## config.mk

```make
export PLATFORM = sky130hd
export DESIGN_NAME = scf_fetch_decode
export DESIGN_NICKNAME = d
export VERILOG_FILES = /design/src/logic/scf_shift_reg.v /design/src/logic/scf_fetch_decode.v
export VERILOG_INCLUDE_DIRS = /design/src /design/src/logic
export SDC_FILE = /design/constraint.sdc
export NUM_CORES = 1
export LEC_CHECK = 0
export BUFFER_PORTS_ARGS = -buffer_cell sky130_fd_sc_hd__buf_2
export CELL_PAD_IN_SITES_DETAIL_PLACEMENT = 1
export CELL_PAD_IN_SITES_GLOBAL_PLACEMENT = 1
export CORE_ASPECT_RATIO = 0.8
export CORE_UTILIZATION = 43
export DETAILED_ROUTE_END_ITERATION = 10
export PLACE_DENSITY_LB_ADDON = 0.1
export RECOVER_POWER = 25
export SYNTH_ARGS = -nofsm -noshare
export SYNTH_HDL_FRONTEND = slang
export SYNTH_SLANG_ARGS = --single-unit
```

## constraint.sdc

```tcl
create_clock -name clk_in -period 3.1 [get_ports clk_in]
set_input_delay 0.62 -clock clk_in [delete_from_list [all_inputs] [get_ports clk_in]]
set_output_delay 0.62 -clock clk_in [all_outputs]
set_load 0.05 [all_outputs]
```

## src/logic/scf_defines.vh

```
// Purpose: constants for the serial CPU fetch and decode block
// Assumes: doc bit k of a word sits in vector bit 23-k
// Notes: doc bit 0 (sign) is vector bit 23, serial LSB is bit 0
`ifndef SCF_DEFINES_VH
`define SCF_DEFINES_VH

`define SCF_W 24
`define SCF_AW 14
`define SCF_LAST_BIT 5'h17
`define SCF_PC_RST 14'h0000
`define SCF_NSYNC 37

// Instruction fields
`define SCF_IDX_BIT 22
`define SCF_PO_BIT 21
`define SCF_OP_HI 20
`define SCF_OP_LO 15
`define SCF_IND_BIT 14
`define SCF_ADDR_HI 13
`define SCF_SIGN_BIT 23
`define SCF_XNINE_BIT 14

// Opcodes, octal codes given here in hex
`define SCF_OP_HLT 6'h00
`define SCF_OP_BRU 6'h01
`define SCF_OP_EOM 6'h02
`define SCF_OP_MIY 6'h08
`define SCF_OP_MIW 6'h0a
`define SCF_OP_POT 6'h0b
`define SCF_OP_ETR 6'h0c
`define SCF_OP_MRG 6'h0e
`define SCF_OP_EOR 6'h0f
`define SCF_OP_NOP 6'h10
`define SCF_OP_EXU 6'h13
`define SCF_OP_WIM 6'h1a
`define SCF_OP_STA 6'h1d
`define SCF_OP_STB 6'h1e
`define SCF_OP_STX 6'h1f
`define SCF_OP_SKS 6'h20
`define SCF_OP_BRX 6'h21
`define SCF_OP_BRM 6'h23
`define SCF_OP_REG 6'h26
`define SCF_OP_BRR 6'h29
`define SCF_OP_SKN 6'h2b
`define SCF_OP_SUB 6'h2c
`define SCF_OP_ADD 6'h2d
`define SCF_OP_MIN 6'h31
`define SCF_OP_RSG 6'h36
`define SCF_OP_LSG 6'h37
`define SCF_OP_LDX 6'h39
`define SCF_OP_LDB 6'h3d
`define SCF_OP_LDA 6'h3e
`define SCF_OP_EAX 6'h3f

// Subcodes in address bits 13:12 for 46, 66, 67
`define SCF_SUB_XAB 2'h0
`define SCF_SUB_BAC 2'h1
`define SCF_SUB_ABC 2'h2
`define SCF_SUB_CLR 2'h3
`define SCF_SUB_CYC 2'h2
`define SCF_SUB_NOD 2'h1

`endif

```

## src/logic/scf_shift_reg.v

```verilog
// Purpose: 24-bit operand shift register with parallel load
// Assumes: shifts toward bit 0, least significant bit leaves first
// Notes: load wins over shift
`timescale 1ns/1ps
`include "scf_defines.vh"

module scf_shift_reg (
    // Clock and reset
    input wire clk_in,
    input wire rst_n_in,
    // Control
    input wire load_in,
    input wire shift_in,
    input wire [`SCF_W-1:0] load_data_in,
    input wire serial_in,
    // Results
    output wire serial_out,
    output wire [`SCF_W-1:0] data_out
);
    reg [`SCF_W-1:0] data;

    always @(posedge clk_in) begin
        if (!rst_n_in) begin
            data <= 24'h000000;
        end else if (load_in) begin
            data <= load_data_in;
        end else if (shift_in) begin
            data <= {serial_in, data[`SCF_W-1:1]};
        end
    end

    assign serial_out = data[0];
    assign data_out = data;
endmodule

```

## src/logic/scf_fetch_decode.v

```verilog
// Purpose: instruction fetch, decode and execution sequencing
// Assumes: core memory on clk_in, read data valid in the same cycle that rd is high
// Notes: one clock per serial bit; 24 clocks make a serial word time
`timescale 1ns/1ps
`include "scf_defines.vh"

module scf_fetch_decode (
    // Clock and reset
    input wire clk_in,
    input wire rst_n_in,
    // Core memory
    input wire [23:0] mem_rdata_in,
    output reg [13:0] mem_addr_out,
    output reg [23:0] mem_wdata_out,
    output reg mem_rd_out,
    output reg mem_wr_out,
    // Channel and signal pins
    input wire [7:0] signal_in,
    input wire y_ready_in,
    input wire w_ready_in,
    input wire p_ready_in,
    input wire w_full_in,
    input wire [23:0] w_word_in,
    // Machine state
    output reg [13:0] pc_out,
    output reg [5:0] opcode_out,
    output reg [23:0] acc_out,
    output reg [23:0] ext_out,
    output reg [23:0] index_out,
    output reg [23:0] word_assembly_register_out,
    output reg [23:0] y_out,
    output reg [23:0] par_out,
    output reg war_load_out,
    output reg halted_out,
    output reg instr_done_out,
    output reg [3:0] word_times_out
);
    localparam ST_FETCH = 10'h001;
    localparam ST_DECODE = 10'h002;
    localparam ST_INDIR = 10'h004;
    localparam ST_ROUTE = 10'h008;
    localparam ST_OPER = 10'h010;
    localparam ST_WAIT = 10'h020;
    localparam ST_SERIAL = 10'h040;
    localparam ST_SHIFT = 10'h080;
    localparam ST_WRITE = 10'h100;
    localparam ST_HALT = 10'h200;

    reg [9:0] state;
    reg rd_ph;
    reg [13:0] ea;
    reg [4:0] bit_cnt;
    reg [5:0] sh_cnt;
    reg carry;
    reg [3:0] wt_cnt;
    reg started;
    reg [`SCF_NSYNC-1:0] sync1;
    reg [`SCF_NSYNC-1:0] sync2;

    wire [7:0] sig_s = sync2[7:0];
    wire y_rdy = sync2[8];
    wire w_rdy = sync2[9];
    wire p_rdy = sync2[10];
    wire w_full = sync2[11];
    wire [23:0] w_word = sync2[35:12];

    wire c_sout;
    wire [23:0] c_data;
    wire [5:0] op = opcode_out;
    wire is_store = (op == `SCF_OP_STA) | (op == `SCF_OP_STB) |
        (op == `SCF_OP_STX);
    wire c_load = rd_ph & ((state == ST_FETCH) | (state == ST_OPER));
    wire c_shift = (state == ST_SERIAL);
    // Store source circulates so it is intact after 24 shifts
    wire c_sin = (op == `SCF_OP_STA) ? acc_out[0] :
        (op == `SCF_OP_STB) ? ext_out[0] : index_out[0];
    wire [13:0] idx_addr = c_data[`SCF_ADDR_HI:0] +
        (c_data[`SCF_IDX_BIT] ? index_out[13:0] : 14'h0000);
    wire mbit = (op == `SCF_OP_SUB) ? ~c_sout : c_sout;
    wire sum_bit = acc_out[0] ^ mbit ^ carry;
    wire sum_cy = (acc_out[0] & mbit) | (carry & (acc_out[0] ^ mbit));
    wire [23:0] x_inc = index_out + 24'h000001;
    wire [47:0] ab = {acc_out, ext_out};

    // Operations that read a memory operand before executing
    function needs_operand;
        input [5:0] code;
        begin
            case (code)
                `SCF_OP_ETR, `SCF_OP_MRG, `SCF_OP_EOR, `SCF_OP_SUB,
                `SCF_OP_ADD, `SCF_OP_LDA, `SCF_OP_LDB, `SCF_OP_LDX,
                `SCF_OP_BRR, `SCF_OP_SKN, `SCF_OP_MIN, `SCF_OP_MIY,
                `SCF_OP_MIW, `SCF_OP_POT, `SCF_OP_EXU:
                    needs_operand = 1'b1;
                default:
                    needs_operand = 1'b0;
            endcase
        end
    endfunction

    // Ready condition of the channel each I/O code waits on
    function chan_ready;
        input [5:0] code;
        input yr;
        input wr;
        input pr;
        input wf;
        begin
            case (code)
                `SCF_OP_MIY: chan_ready = yr;
                `SCF_OP_MIW: chan_ready = wr;
                `SCF_OP_POT: chan_ready = pr;
                `SCF_OP_WIM: chan_ready = wf;
                default: chan_ready = 1'b1;
            endcase
        end
    endfunction

    scf_shift_reg u_creg (
        .clk_in(clk_in),
        .rst_n_in(rst_n_in),
        .load_in(c_load),
        .shift_in(c_shift),
        .load_data_in(mem_rdata_in),
        .serial_in(c_sin),
        .serial_out(c_sout),
        .data_out(c_data)
    );

    // Pins cross in through two flops; w_word is stable while full
    always @(posedge clk_in) begin
        if (!rst_n_in) begin
            sync1 <= 37'h0000000000;
            sync2 <= 37'h0000000000;
        end else begin
            sync1 <= {1'b0, w_word_in, w_full_in, p_ready_in,
                w_ready_in, y_ready_in, signal_in};
            sync2 <= sync1;
        end
    end

    always @(posedge clk_in) begin
        if (!rst_n_in) begin
            state <= ST_FETCH;
            rd_ph <= 1'b0;
            ea <= 14'h0000;
            bit_cnt <= 5'h00;
            sh_cnt <= 6'h00;
            carry <= 1'b0;
            wt_cnt <= 4'h0;
            started <= 1'b0;
            mem_addr_out <= 14'h0000;
            mem_wdata_out <= 24'h000000;
            mem_rd_out <= 1'b0;
            mem_wr_out <= 1'b0;
            pc_out <= `SCF_PC_RST;
            opcode_out <= `SCF_OP_NOP;
            acc_out <= 24'h000000;
            ext_out <= 24'h000000;
            index_out <= 24'h000000;
            word_assembly_register_out <= 24'h000000;
            y_out <= 24'h000000;
            par_out <= 24'h000000;
            war_load_out <= 1'b0;
            halted_out <= 1'b0;
            instr_done_out <= 1'b0;
            word_times_out <= 4'h0;
        end else begin
            mem_rd_out <= 1'b0;
            mem_wr_out <= 1'b0;
            war_load_out <= 1'b0;
            instr_done_out <= 1'b0;
            case (state)
                ST_FETCH: begin
                    if (!rd_ph) begin
                        mem_addr_out <= pc_out;
                        pc_out <= pc_out + 14'h0001;
                        mem_rd_out <= 1'b1;
                        rd_ph <= 1'b1;
                        word_times_out <= wt_cnt;
                        instr_done_out <= started;
                        started <= 1'b1;
                        wt_cnt <= 4'h1;
                    end else begin
                        mem_wdata_out <= mem_rdata_in;
                        rd_ph <= 1'b0;
                        state <= ST_DECODE;
                    end
                end
                ST_DECODE: begin
                    // Bit 0 (relative) plays no part here
                    opcode_out <= c_data[`SCF_OP_HI:`SCF_OP_LO];
                    if (c_data[`SCF_PO_BIT]) begin
                        // Entry address is the 7 bits 2..8
                        pc_out <= {7'h00, c_data[`SCF_PO_BIT:`SCF_OP_LO]};
                        state <= ST_FETCH;
                    end else if (c_data[`SCF_IND_BIT]) begin
                        mem_addr_out <= idx_addr;
                        state <= ST_INDIR;
                    end else begin
                        ea <= idx_addr;
                        state <= ST_ROUTE;
                    end
                end
                ST_INDIR: begin
                    if (!rd_ph) begin
                        mem_rd_out <= 1'b1;
                        rd_ph <= 1'b1;
                    end else begin
                        rd_ph <= 1'b0;
                        wt_cnt <= wt_cnt + 4'h1;
                        ea <= mem_rdata_in[`SCF_ADDR_HI:0];
                        mem_addr_out <= mem_rdata_in[`SCF_ADDR_HI:0];
                        // Chained indirection keeps reading
                        if (!mem_rdata_in[`SCF_IND_BIT])
                            state <= ST_ROUTE;
                    end
                end
                ST_ROUTE: begin
                    mem_addr_out <= ea;
                    bit_cnt <= 5'h00;
                    carry <= (op == `SCF_OP_SUB);
                    state <= ST_FETCH;
                    if (needs_operand(op)) begin
                        state <= ST_OPER;
                    end else if (is_store) begin
                        state <= ST_SERIAL;
                    end else begin
                        case (op)
                            `SCF_OP_HLT: begin
                                halted_out <= 1'b1;
                                state <= ST_HALT;
                            end
                            `SCF_OP_BRU: pc_out <= ea;
                            `SCF_OP_WIM: state <= ST_WAIT;
                            `SCF_OP_SKS: begin
                                if (!sig_s[ea[2:0]])
                                    pc_out <= pc_out + 14'h0001;
                            end
                            `SCF_OP_BRX: begin
                                index_out <= x_inc;
                                if (x_inc[`SCF_XNINE_BIT])
                                    pc_out <= ea;
                            end
                            `SCF_OP_BRM: begin
                                mem_wdata_out <= {10'h000, pc_out};
                                pc_out <= ea + 14'h0001;
                                state <= ST_WRITE;
                            end
                            `SCF_OP_EAX: index_out <= {10'h000, ea};
                            `SCF_OP_REG: begin
                                case (ea[13:12])
                                    `SCF_SUB_XAB: begin
                                        acc_out <= ext_out;
                                        ext_out <= acc_out;
                                    end
                                    `SCF_SUB_BAC: begin
                                        acc_out <= ext_out;
                                        ext_out <= 24'h000000;
                                    end
                                    `SCF_SUB_ABC: begin
                                        ext_out <= acc_out;
                                        acc_out <= 24'h000000;
                                    end
                                    default: begin
                                        acc_out <= 24'h000000;
                                        ext_out <= 24'h000000;
                                    end
                                endcase
                            end
                            `SCF_OP_RSG, `SCF_OP_LSG: begin
                                sh_cnt <= ea[5:0];
                                state <= ST_SHIFT;
                            end
                            default: state <= ST_FETCH;
                        endcase
                    end
                end
                ST_OPER: begin
                    if (!rd_ph) begin
                        mem_rd_out <= 1'b1;
                        rd_ph <= 1'b1;
                    end else begin
                        rd_ph <= 1'b0;
                        mem_wdata_out <= mem_rdata_in;
                        state <= ST_SERIAL;
                        case (op)
                            `SCF_OP_EXU: state <= ST_DECODE;
                            `SCF_OP_BRR: begin
                                pc_out <= mem_rdata_in[13:0] + 14'h0001;
                                wt_cnt <= wt_cnt + 4'h1;
                                state <= ST_FETCH;
                            end
                            `SCF_OP_SKN: begin
                                if (mem_rdata_in[`SCF_SIGN_BIT])
                                    pc_out <= pc_out + 14'h0001;
                                wt_cnt <= wt_cnt + 4'h1;
                                state <= ST_FETCH;
                            end
                            `SCF_OP_MIN: begin
                                mem_wdata_out <= mem_rdata_in + 24'h000001;
                                wt_cnt <= wt_cnt + 4'h1;
                                state <= ST_WRITE;
                            end
                            `SCF_OP_MIY, `SCF_OP_MIW, `SCF_OP_POT:
                                state <= ST_WAIT;
                            default: state <= ST_SERIAL;
                        endcase
                    end
                end
                ST_WAIT: begin
                    // Idles here until the channel is ready
                    if (chan_ready(op, y_rdy, w_rdy, p_rdy, w_full)) begin
                        if (op == `SCF_OP_WIM) begin
                            mem_wdata_out <= w_word;
                            state <= ST_WRITE;
                        end else begin
                            state <= ST_SERIAL;
                        end
                    end
                end
                ST_SERIAL: begin
                    // One operand bit per clock, LSB first
                    case (op)
                        `SCF_OP_ADD, `SCF_OP_SUB: begin
                            acc_out <= {sum_bit, acc_out[23:1]};
                            carry <= sum_cy;
                        end
                        `SCF_OP_MRG:
                            acc_out <= {acc_out[0] | c_sout, acc_out[23:1]};
                        `SCF_OP_EOR:
                            acc_out <= {acc_out[0] ^ c_sout, acc_out[23:1]};
                        `SCF_OP_ETR:
                            acc_out <= {acc_out[0] & c_sout, acc_out[23:1]};
                        `SCF_OP_LDA: acc_out <= {c_sout, acc_out[23:1]};
                        `SCF_OP_LDB: ext_out <= {c_sout, ext_out[23:1]};
                        `SCF_OP_LDX: index_out <= {c_sout, index_out[23:1]};
                        `SCF_OP_STA: acc_out <= {acc_out[0], acc_out[23:1]};
                        `SCF_OP_STB: ext_out <= {ext_out[0], ext_out[23:1]};
                        `SCF_OP_STX:
                            index_out <= {index_out[0], index_out[23:1]};
                        `SCF_OP_MIY: y_out <= {c_sout, y_out[23:1]};
                        `SCF_OP_MIW:
                            word_assembly_register_out <= {c_sout,
                                word_assembly_register_out[23:1]};
                        `SCF_OP_POT: par_out <= {c_sout, par_out[23:1]};
                        default: carry <= carry;
                    endcase
                    if (bit_cnt == `SCF_LAST_BIT) begin
                        bit_cnt <= 5'h00;
                        wt_cnt <= wt_cnt + 4'h1;
                        war_load_out <= (op == `SCF_OP_MIW);
                        state <= is_store ? ST_WRITE : ST_FETCH;
                    end else begin
                        bit_cnt <= bit_cnt + 5'h01;
                    end
                end
                ST_SHIFT: begin
                    if (sh_cnt == 6'h00) begin
                        wt_cnt <= wt_cnt + 4'h1;
                        state <= ST_FETCH;
                    end else begin
                        sh_cnt <= sh_cnt - 6'h01;
                        if (op == `SCF_OP_RSG) begin
                            if (ea[13:12] == `SCF_SUB_CYC)
                                {acc_out, ext_out} <= {ab[0], ab[47:1]};
                            else
                                {acc_out, ext_out} <= {ab[47], ab[47:1]};
                        end else if (ea[13:12] == `SCF_SUB_CYC) begin
                            {acc_out, ext_out} <= {ab[46:0], ab[47]};
                        end else if (ea[13:12] == `SCF_SUB_NOD) begin
                            // Stops once the top two bits differ
                            if (acc_out[23] == acc_out[22]) begin
                                {acc_out, ext_out} <= {ab[46:0], 1'b0};
                                index_out <= index_out - 24'h000001;
                            end else begin
                                sh_cnt <= 6'h00;
                            end
                        end else begin
                            {acc_out, ext_out} <= {ab[46:0], 1'b0};
                        end
                    end
                end
                ST_WRITE: begin
                    if (!rd_ph) begin
                        if (is_store)
                            mem_wdata_out <= c_data;
                        rd_ph <= 1'b1;
                    end else begin
                        mem_wr_out <= 1'b1;
                        rd_ph <= 1'b0;
                        wt_cnt <= wt_cnt + 4'h1;
                        state <= ST_FETCH;
                    end
                end
                ST_HALT: halted_out <= 1'b1;
                default: state <= ST_FETCH;
            endcase
        end
    end
endmodule

```

Word-level counts from Yosys, hierarchy flattened

Memories as Yosys holds them, arrays and structs flattened. A register that Yosys moved wholly into a read port is not among the register bits.
Index checks and enable logic that the tools add are counted.

Register bits after elaboration: 349
ROM bits: 64
Input bits: 62
Output and inout bits: 211
Memories: 1

Memories:

| name            | words | width | read ports | clocked after memory_dff | write ports | RTL line              | RTL |
|---|---|---|---|---|---|---|---|
| (no name shown) | 64    | 1     | 1          | 1                        | 0           | scf_fetch_decode.v:89 | `case (code)` |

$add $sub $neg: 10
Order comparisons: 1
Equal/unequal tests: 83
Muxes and demuxes: 121
Bitwise operators: 17
Reductions and logical operators: 44

Operator list:

| cell                    | count |
|---|---|
| $mux W24                | 38 |
| $pmux W24 S3            | 3 |
| $mux W14                | 15 |
| $pmux W14 S4            | 3 |
| $pmux W24 S2            | 3 |
| $pmux W24 S6            | 1 |
| $pmux W24 S5            | 1 |
| $mux W10                | 10 |
| $pmux W10 S10           | 1 |
| $eq A6 B6 Y1 const B    | 15 |
| $mux W6                 | 10 |
| $pmux W14 S2            | 2 |
| $add A24 B1 Y24 const B | 2 |
| $ne A2 B2 Y1 const B    | 22 |
| $add A14 B1 Y14 const B | 3 |
| $pmux W10 S4            | 1 |
| $eq A6 B4 Y1 const B    | 6 |
| $pmux W9 S4             | 1 |
| $mux W4                 | 8 |
| $eq A6 B5 Y1 const B    | 5 |
| $sub A24 B1 Y24 const B | 1 |
| $reduce_and A7 Y1       | 3 |
| $pmux W4 S5             | 1 |
| $reduce_and A10 Y1      | 2 |
| 55 further kinds        | 119 |

Logic depth before layout (Yosys ltp)

Depth after elaboration: 7
Depth in mapped cells: 13
Mapped depth without buffers: 11

Modules after synthesis

Synthesis repeated with hierarchy kept, for this count alone.

Cells, all modules: 2,283
Area total of the unflattened synthesis: 18,960.7 µm²

Modules (own cells, without submodules):

| module           | instances | cells each | area an instance (µm²) |
|---|---|---|---|
| scf_fetch_decode | 1         | 2,176      | 17,655.7 |
| scf_shift_reg    | 1         | 107        | 1,305.0 |

Worst setup path before layout

OpenSTA, ideal clock, no wires.

Path kind: register to register
From: register opcode_out[1]
To: register with a tool-made name
Library setup time: 115 ps
Arrival time: 3,036 ps
Path slack: -50 ps
Cell stages (with the launch flop): 14
Path through: dfxtp_1 clkbuf_1 clkbuf_1 clkbuf_1 clkbuf_1 buf_1 nand2_1 a21oi_1 inv_1 ha_1 nor2b_1 mux2i_1 o22ai_1 o21a_1

RTL lines:

| what                   | RTL line               | RTL |
|---|---|---|
| start, declared        | scf_fetch_decode.v:26  | `output reg [5:0] opcode_out,` |
| start signal, assigned | scf_fetch_decode.v:157 | `` opcode_out <= `SCF_OP_NOP; `` |
| start signal, assigned | scf_fetch_decode.v:192 | `` opcode_out <= c_data[`SCF_OP_HI:`SCF_OP_LO]; `` |

Worst setup path in the final report

From: register state[9]
To: register pc_out[7]

Word-level cells in the longest chain between the ends: 3
Elaborated cells between the ends (all ways): 17

RTL lines:

| what                                                  | RTL line               | RTL |
|---|---|---|
| start, declared                                       | scf_fetch_decode.v:49  | `reg [9:0] state;` |
| start signal, assigned                                | scf_fetch_decode.v:353 | `state <= is_store ? ST_WRITE : ST_FETCH;` |
| $eq A10 B4 Y1 (tied with other cells)                 | scf_fetch_decode.v:173 | `case (state)` |
| $ne A5 B1 Y1 (no source line) (tied with other cells) | -                      |  |
| $reduce_and A11 Y1 (no source line)                   | -                      |  |
| end signal, assigned                                  | scf_fetch_decode.v:156 | `` pc_out <= `SCF_PC_RST; `` |
| end signal, assigned                                  | scf_fetch_decode.v:177 | `pc_out <= pc_out + 14'h0001;` |
| end signal, assigned                                  | scf_fetch_decode.v:195 | `` pc_out <= {7'h00, c_data[`SCF_PO_BIT:`SCF_OP_LO]}; `` |
| end, declared                                         | scf_fetch_decode.v:25  | `output reg [13:0] pc_out,` |

Parallel ways exist; a longest one is shown, timed or not.
A chain may end at the register's enable or synchronous reset.

==> impl_metrics.toml <==
[status]
outcome = "finished clean"

[power]
internal_power_uw = 9040
pwr-share-seq_pct = 37.2
power.combinational.fraction_pct = 30.9
powerDensity_mw_per_mm2 = 661
p_switching_uw = 5700
p_leak_uw = 0.00853
switching_share_pct = 38.6
peakVddDrop_uv = 507
clockPowerShare_pct = 31.8

[cells_and_area]
area_growth_syn_to_layout_pct = 19.0
final_area_mm2 = 0.0223
layout_commonest_cell = "dfxtp_1"
layout_common_cells = "dfxtp_1 (348), nand2_1 (317), nor2_1 (209)"
reg_top3 = "sync1 x36, sync2 x36"
num_antenna_cells = 0
fin_nets = 2684
drive_gt1_share_pct = 17.2

[job]
maxCapViolations = 0

[detailed_routing]
dr.pass1.iters = 10
drt_iter0_markers = 2299
drcViolationCount = 0
vias = 20083
avgRoutedWirePerCell_um = 24.6
vias_per_cell = 6.31
ant_nets = 0
wirelength_um = 78400

[synthesis]
seq_area_frac_synth_pct = 37.4
syn_area_mm2 = 0.0187
postSynthCellCount = 2360
synth_warnings = 0
synth-seq-cells = 350
synthFlopType = "dfxtp_1"
syn_nets = 2449
synth_cell_types = 92
synth.avg_cell_area_um2 = 7.94
async_reset_ff_share_pct = 0
synth_edf_count = 0

[floorplan]
die_area_mm2 = 0.0444
rows = 68
start_util_pct = 43.5
fp.dieH_um = 189
die_w_um = 235
core_area_mm2 = 0.0431
io_pins = 273

[clock_tree]
clock_latency_ns = 0.57
cts_buffers = 39
path_clk_slew_ns = 0.06
cts_tree = "done"
clk_path_buf_depth = 3
hold_buffers = 0
cts_root_buffer = "clkbuf_16"
htreeDepth = 2
clkSinkCount = 350

[place]
portBuffers = 272
dpl_cell_area_mm2 = 0.0211
dp_hpwl_um = 56700
globalplace.congestion = 0.977

[grt]
antenna_found_initial = 0
grt_max_degree = 142
grt_util_all_layers_pct = 34.3
grt_pass1_vias = 19836
gr-total-overflow = 0
grt_pass1_wl_um = 120000

[sta]
tightest_slew_ns = 1.04
whs_ns = 0.249
period_minus_slack_ns = 3.03
hold_viol_final = 0
skew_ns = 0.0210
fin_crit_sh_pct = 97.8
slew_headroom_pct = 30.4
setup_viol = 0
slew_violations = 0
fmax_mhz = 330

[worst_hold_path]
hold_path_class = "in -> reg"

[setup_path]
worstPathArrival_ns = 3.49
crit_path_end_kind = "flop"
startpoint_type = "flop"
worstPathMaxFanout = 13
required_ns = 3.56
critPathKind = "reg -> reg"
[stage by stage]
step	setup WS [ns]	std cells	TNS (ns)	power [uW]	utilization, %
final	0.0670	3181	0	14700	51.8
after global routing	-0.0236	3181	-0.0452	15300	51.8
after CTS	0.126	3181	0	14700	52.0
after detailed placement	-0.0626	3114	-0.0626	10000	49.0
after global placement	0.0701	3114	0	9960	49.0
after floorplan	0.125	2360	0	8300	-
[path summary, 6_finish.rpt]
path	slack [ns]	startpoint	cells after the start	to
hold / removal	0.25	w_word_in[16]	2	sync1[28]
hold reg to reg	0.43	sync1[29]	1	sync2[29]
setup / recovery	0.07	state[9]	7	pc_out[7]
setup reg to reg	0.07	state[9]	7	pc_out[7]
[power groups by stage]
stage	Clock [uW]	Sequential [uW]	Combinational, uW
final	4690	5490	4560
after global routing	4920	5510	4830
after CTS	4760	5460	4520
after detailed placement	0	5550	4490
after global placement	0	5540	4410
after floorplan	0	6040	2250
[per-layer routing]
metal / wire, um / part of all wire, % / vias up / track usage [%]
met1: 35000 / 45 / 9991 / 48.5
met4: 2100 / 2.7 / 0 / 10.5
met3: 6820 / 8.7 / 133 / 7.53
met2: 34400 / 44 / 815 / 51.9
met5: 0 / 0 / - / 0
li1: - / - / 9144 / -
[cell families (layout without fill, tap and decap cells)]
kind of cell,after synthesis,after routing,synth area share (%)
AND/OR/NAND/NOR,931,931,24.6
AO/OA/AOI/OAI,703,703,25.9
flip-flops,350,350,37.4
buffers and inverters,254,515,5.45
XOR/XNOR,71,71,3.32
adder cells (fa/ha/maj),27,27,1.88
multiplexers,24,24,1.43
[what timing repair did]
action | 4_1_cts | 5_1_grt
buffers inserted | 0 | 0
cloned | 0 | 0
setup endpoints to repair | 6 | 43
endpoints found under the hold margin | 0 | 0
pin swaps | 0 | 0
resized for setup | 2 | 4
[worst max-delay path, cell delays in order (launching register included)]
cell	delay, ns
dfxtp_1	0.41
or4_1	0.69
or4_4	0.60
nand3_1	0.17
and3_1	0.49
o32a_1	0.24
o21ai_0	0.09
a32o_1	0.22
[final cells by class]
cell class / instances / area [um^2]
Multi-Input combinational cell: 1756 / 10800
Inverter: 35 / 136
Sequential cell: 350 / 7010
Fill cell: 5306 / 20700
Tap cell: 560 / 701
Clock buffer: 55 / 1120
Timing Repair Buffer: 413 / 2420
Clock inverter: 12 / 135
[cell usage after synthesis, types with 23 or more instances]
cell type	count	area, um^2
a22oi_1	39	293
buf_2	29	145
a21oi_1	202	1010
nand4_1	38	238
o211ai_1	24	180
nor3_1	43	215
nor2_1	210	788
clkbuf_1	167	627
xor2_1	40	350
xnor2_1	31	272
nand3_1	56	280
dfxtp_1	350	7010
nand2_1	317	1190
o21ai_0	99	495
ha_1	25	313
a222oi_1	65	651
inv_1	33	124
and2_1	94	588
a211oi_1	79	593
nor4_1	23	144
Power figures use the tool's default switching activity.
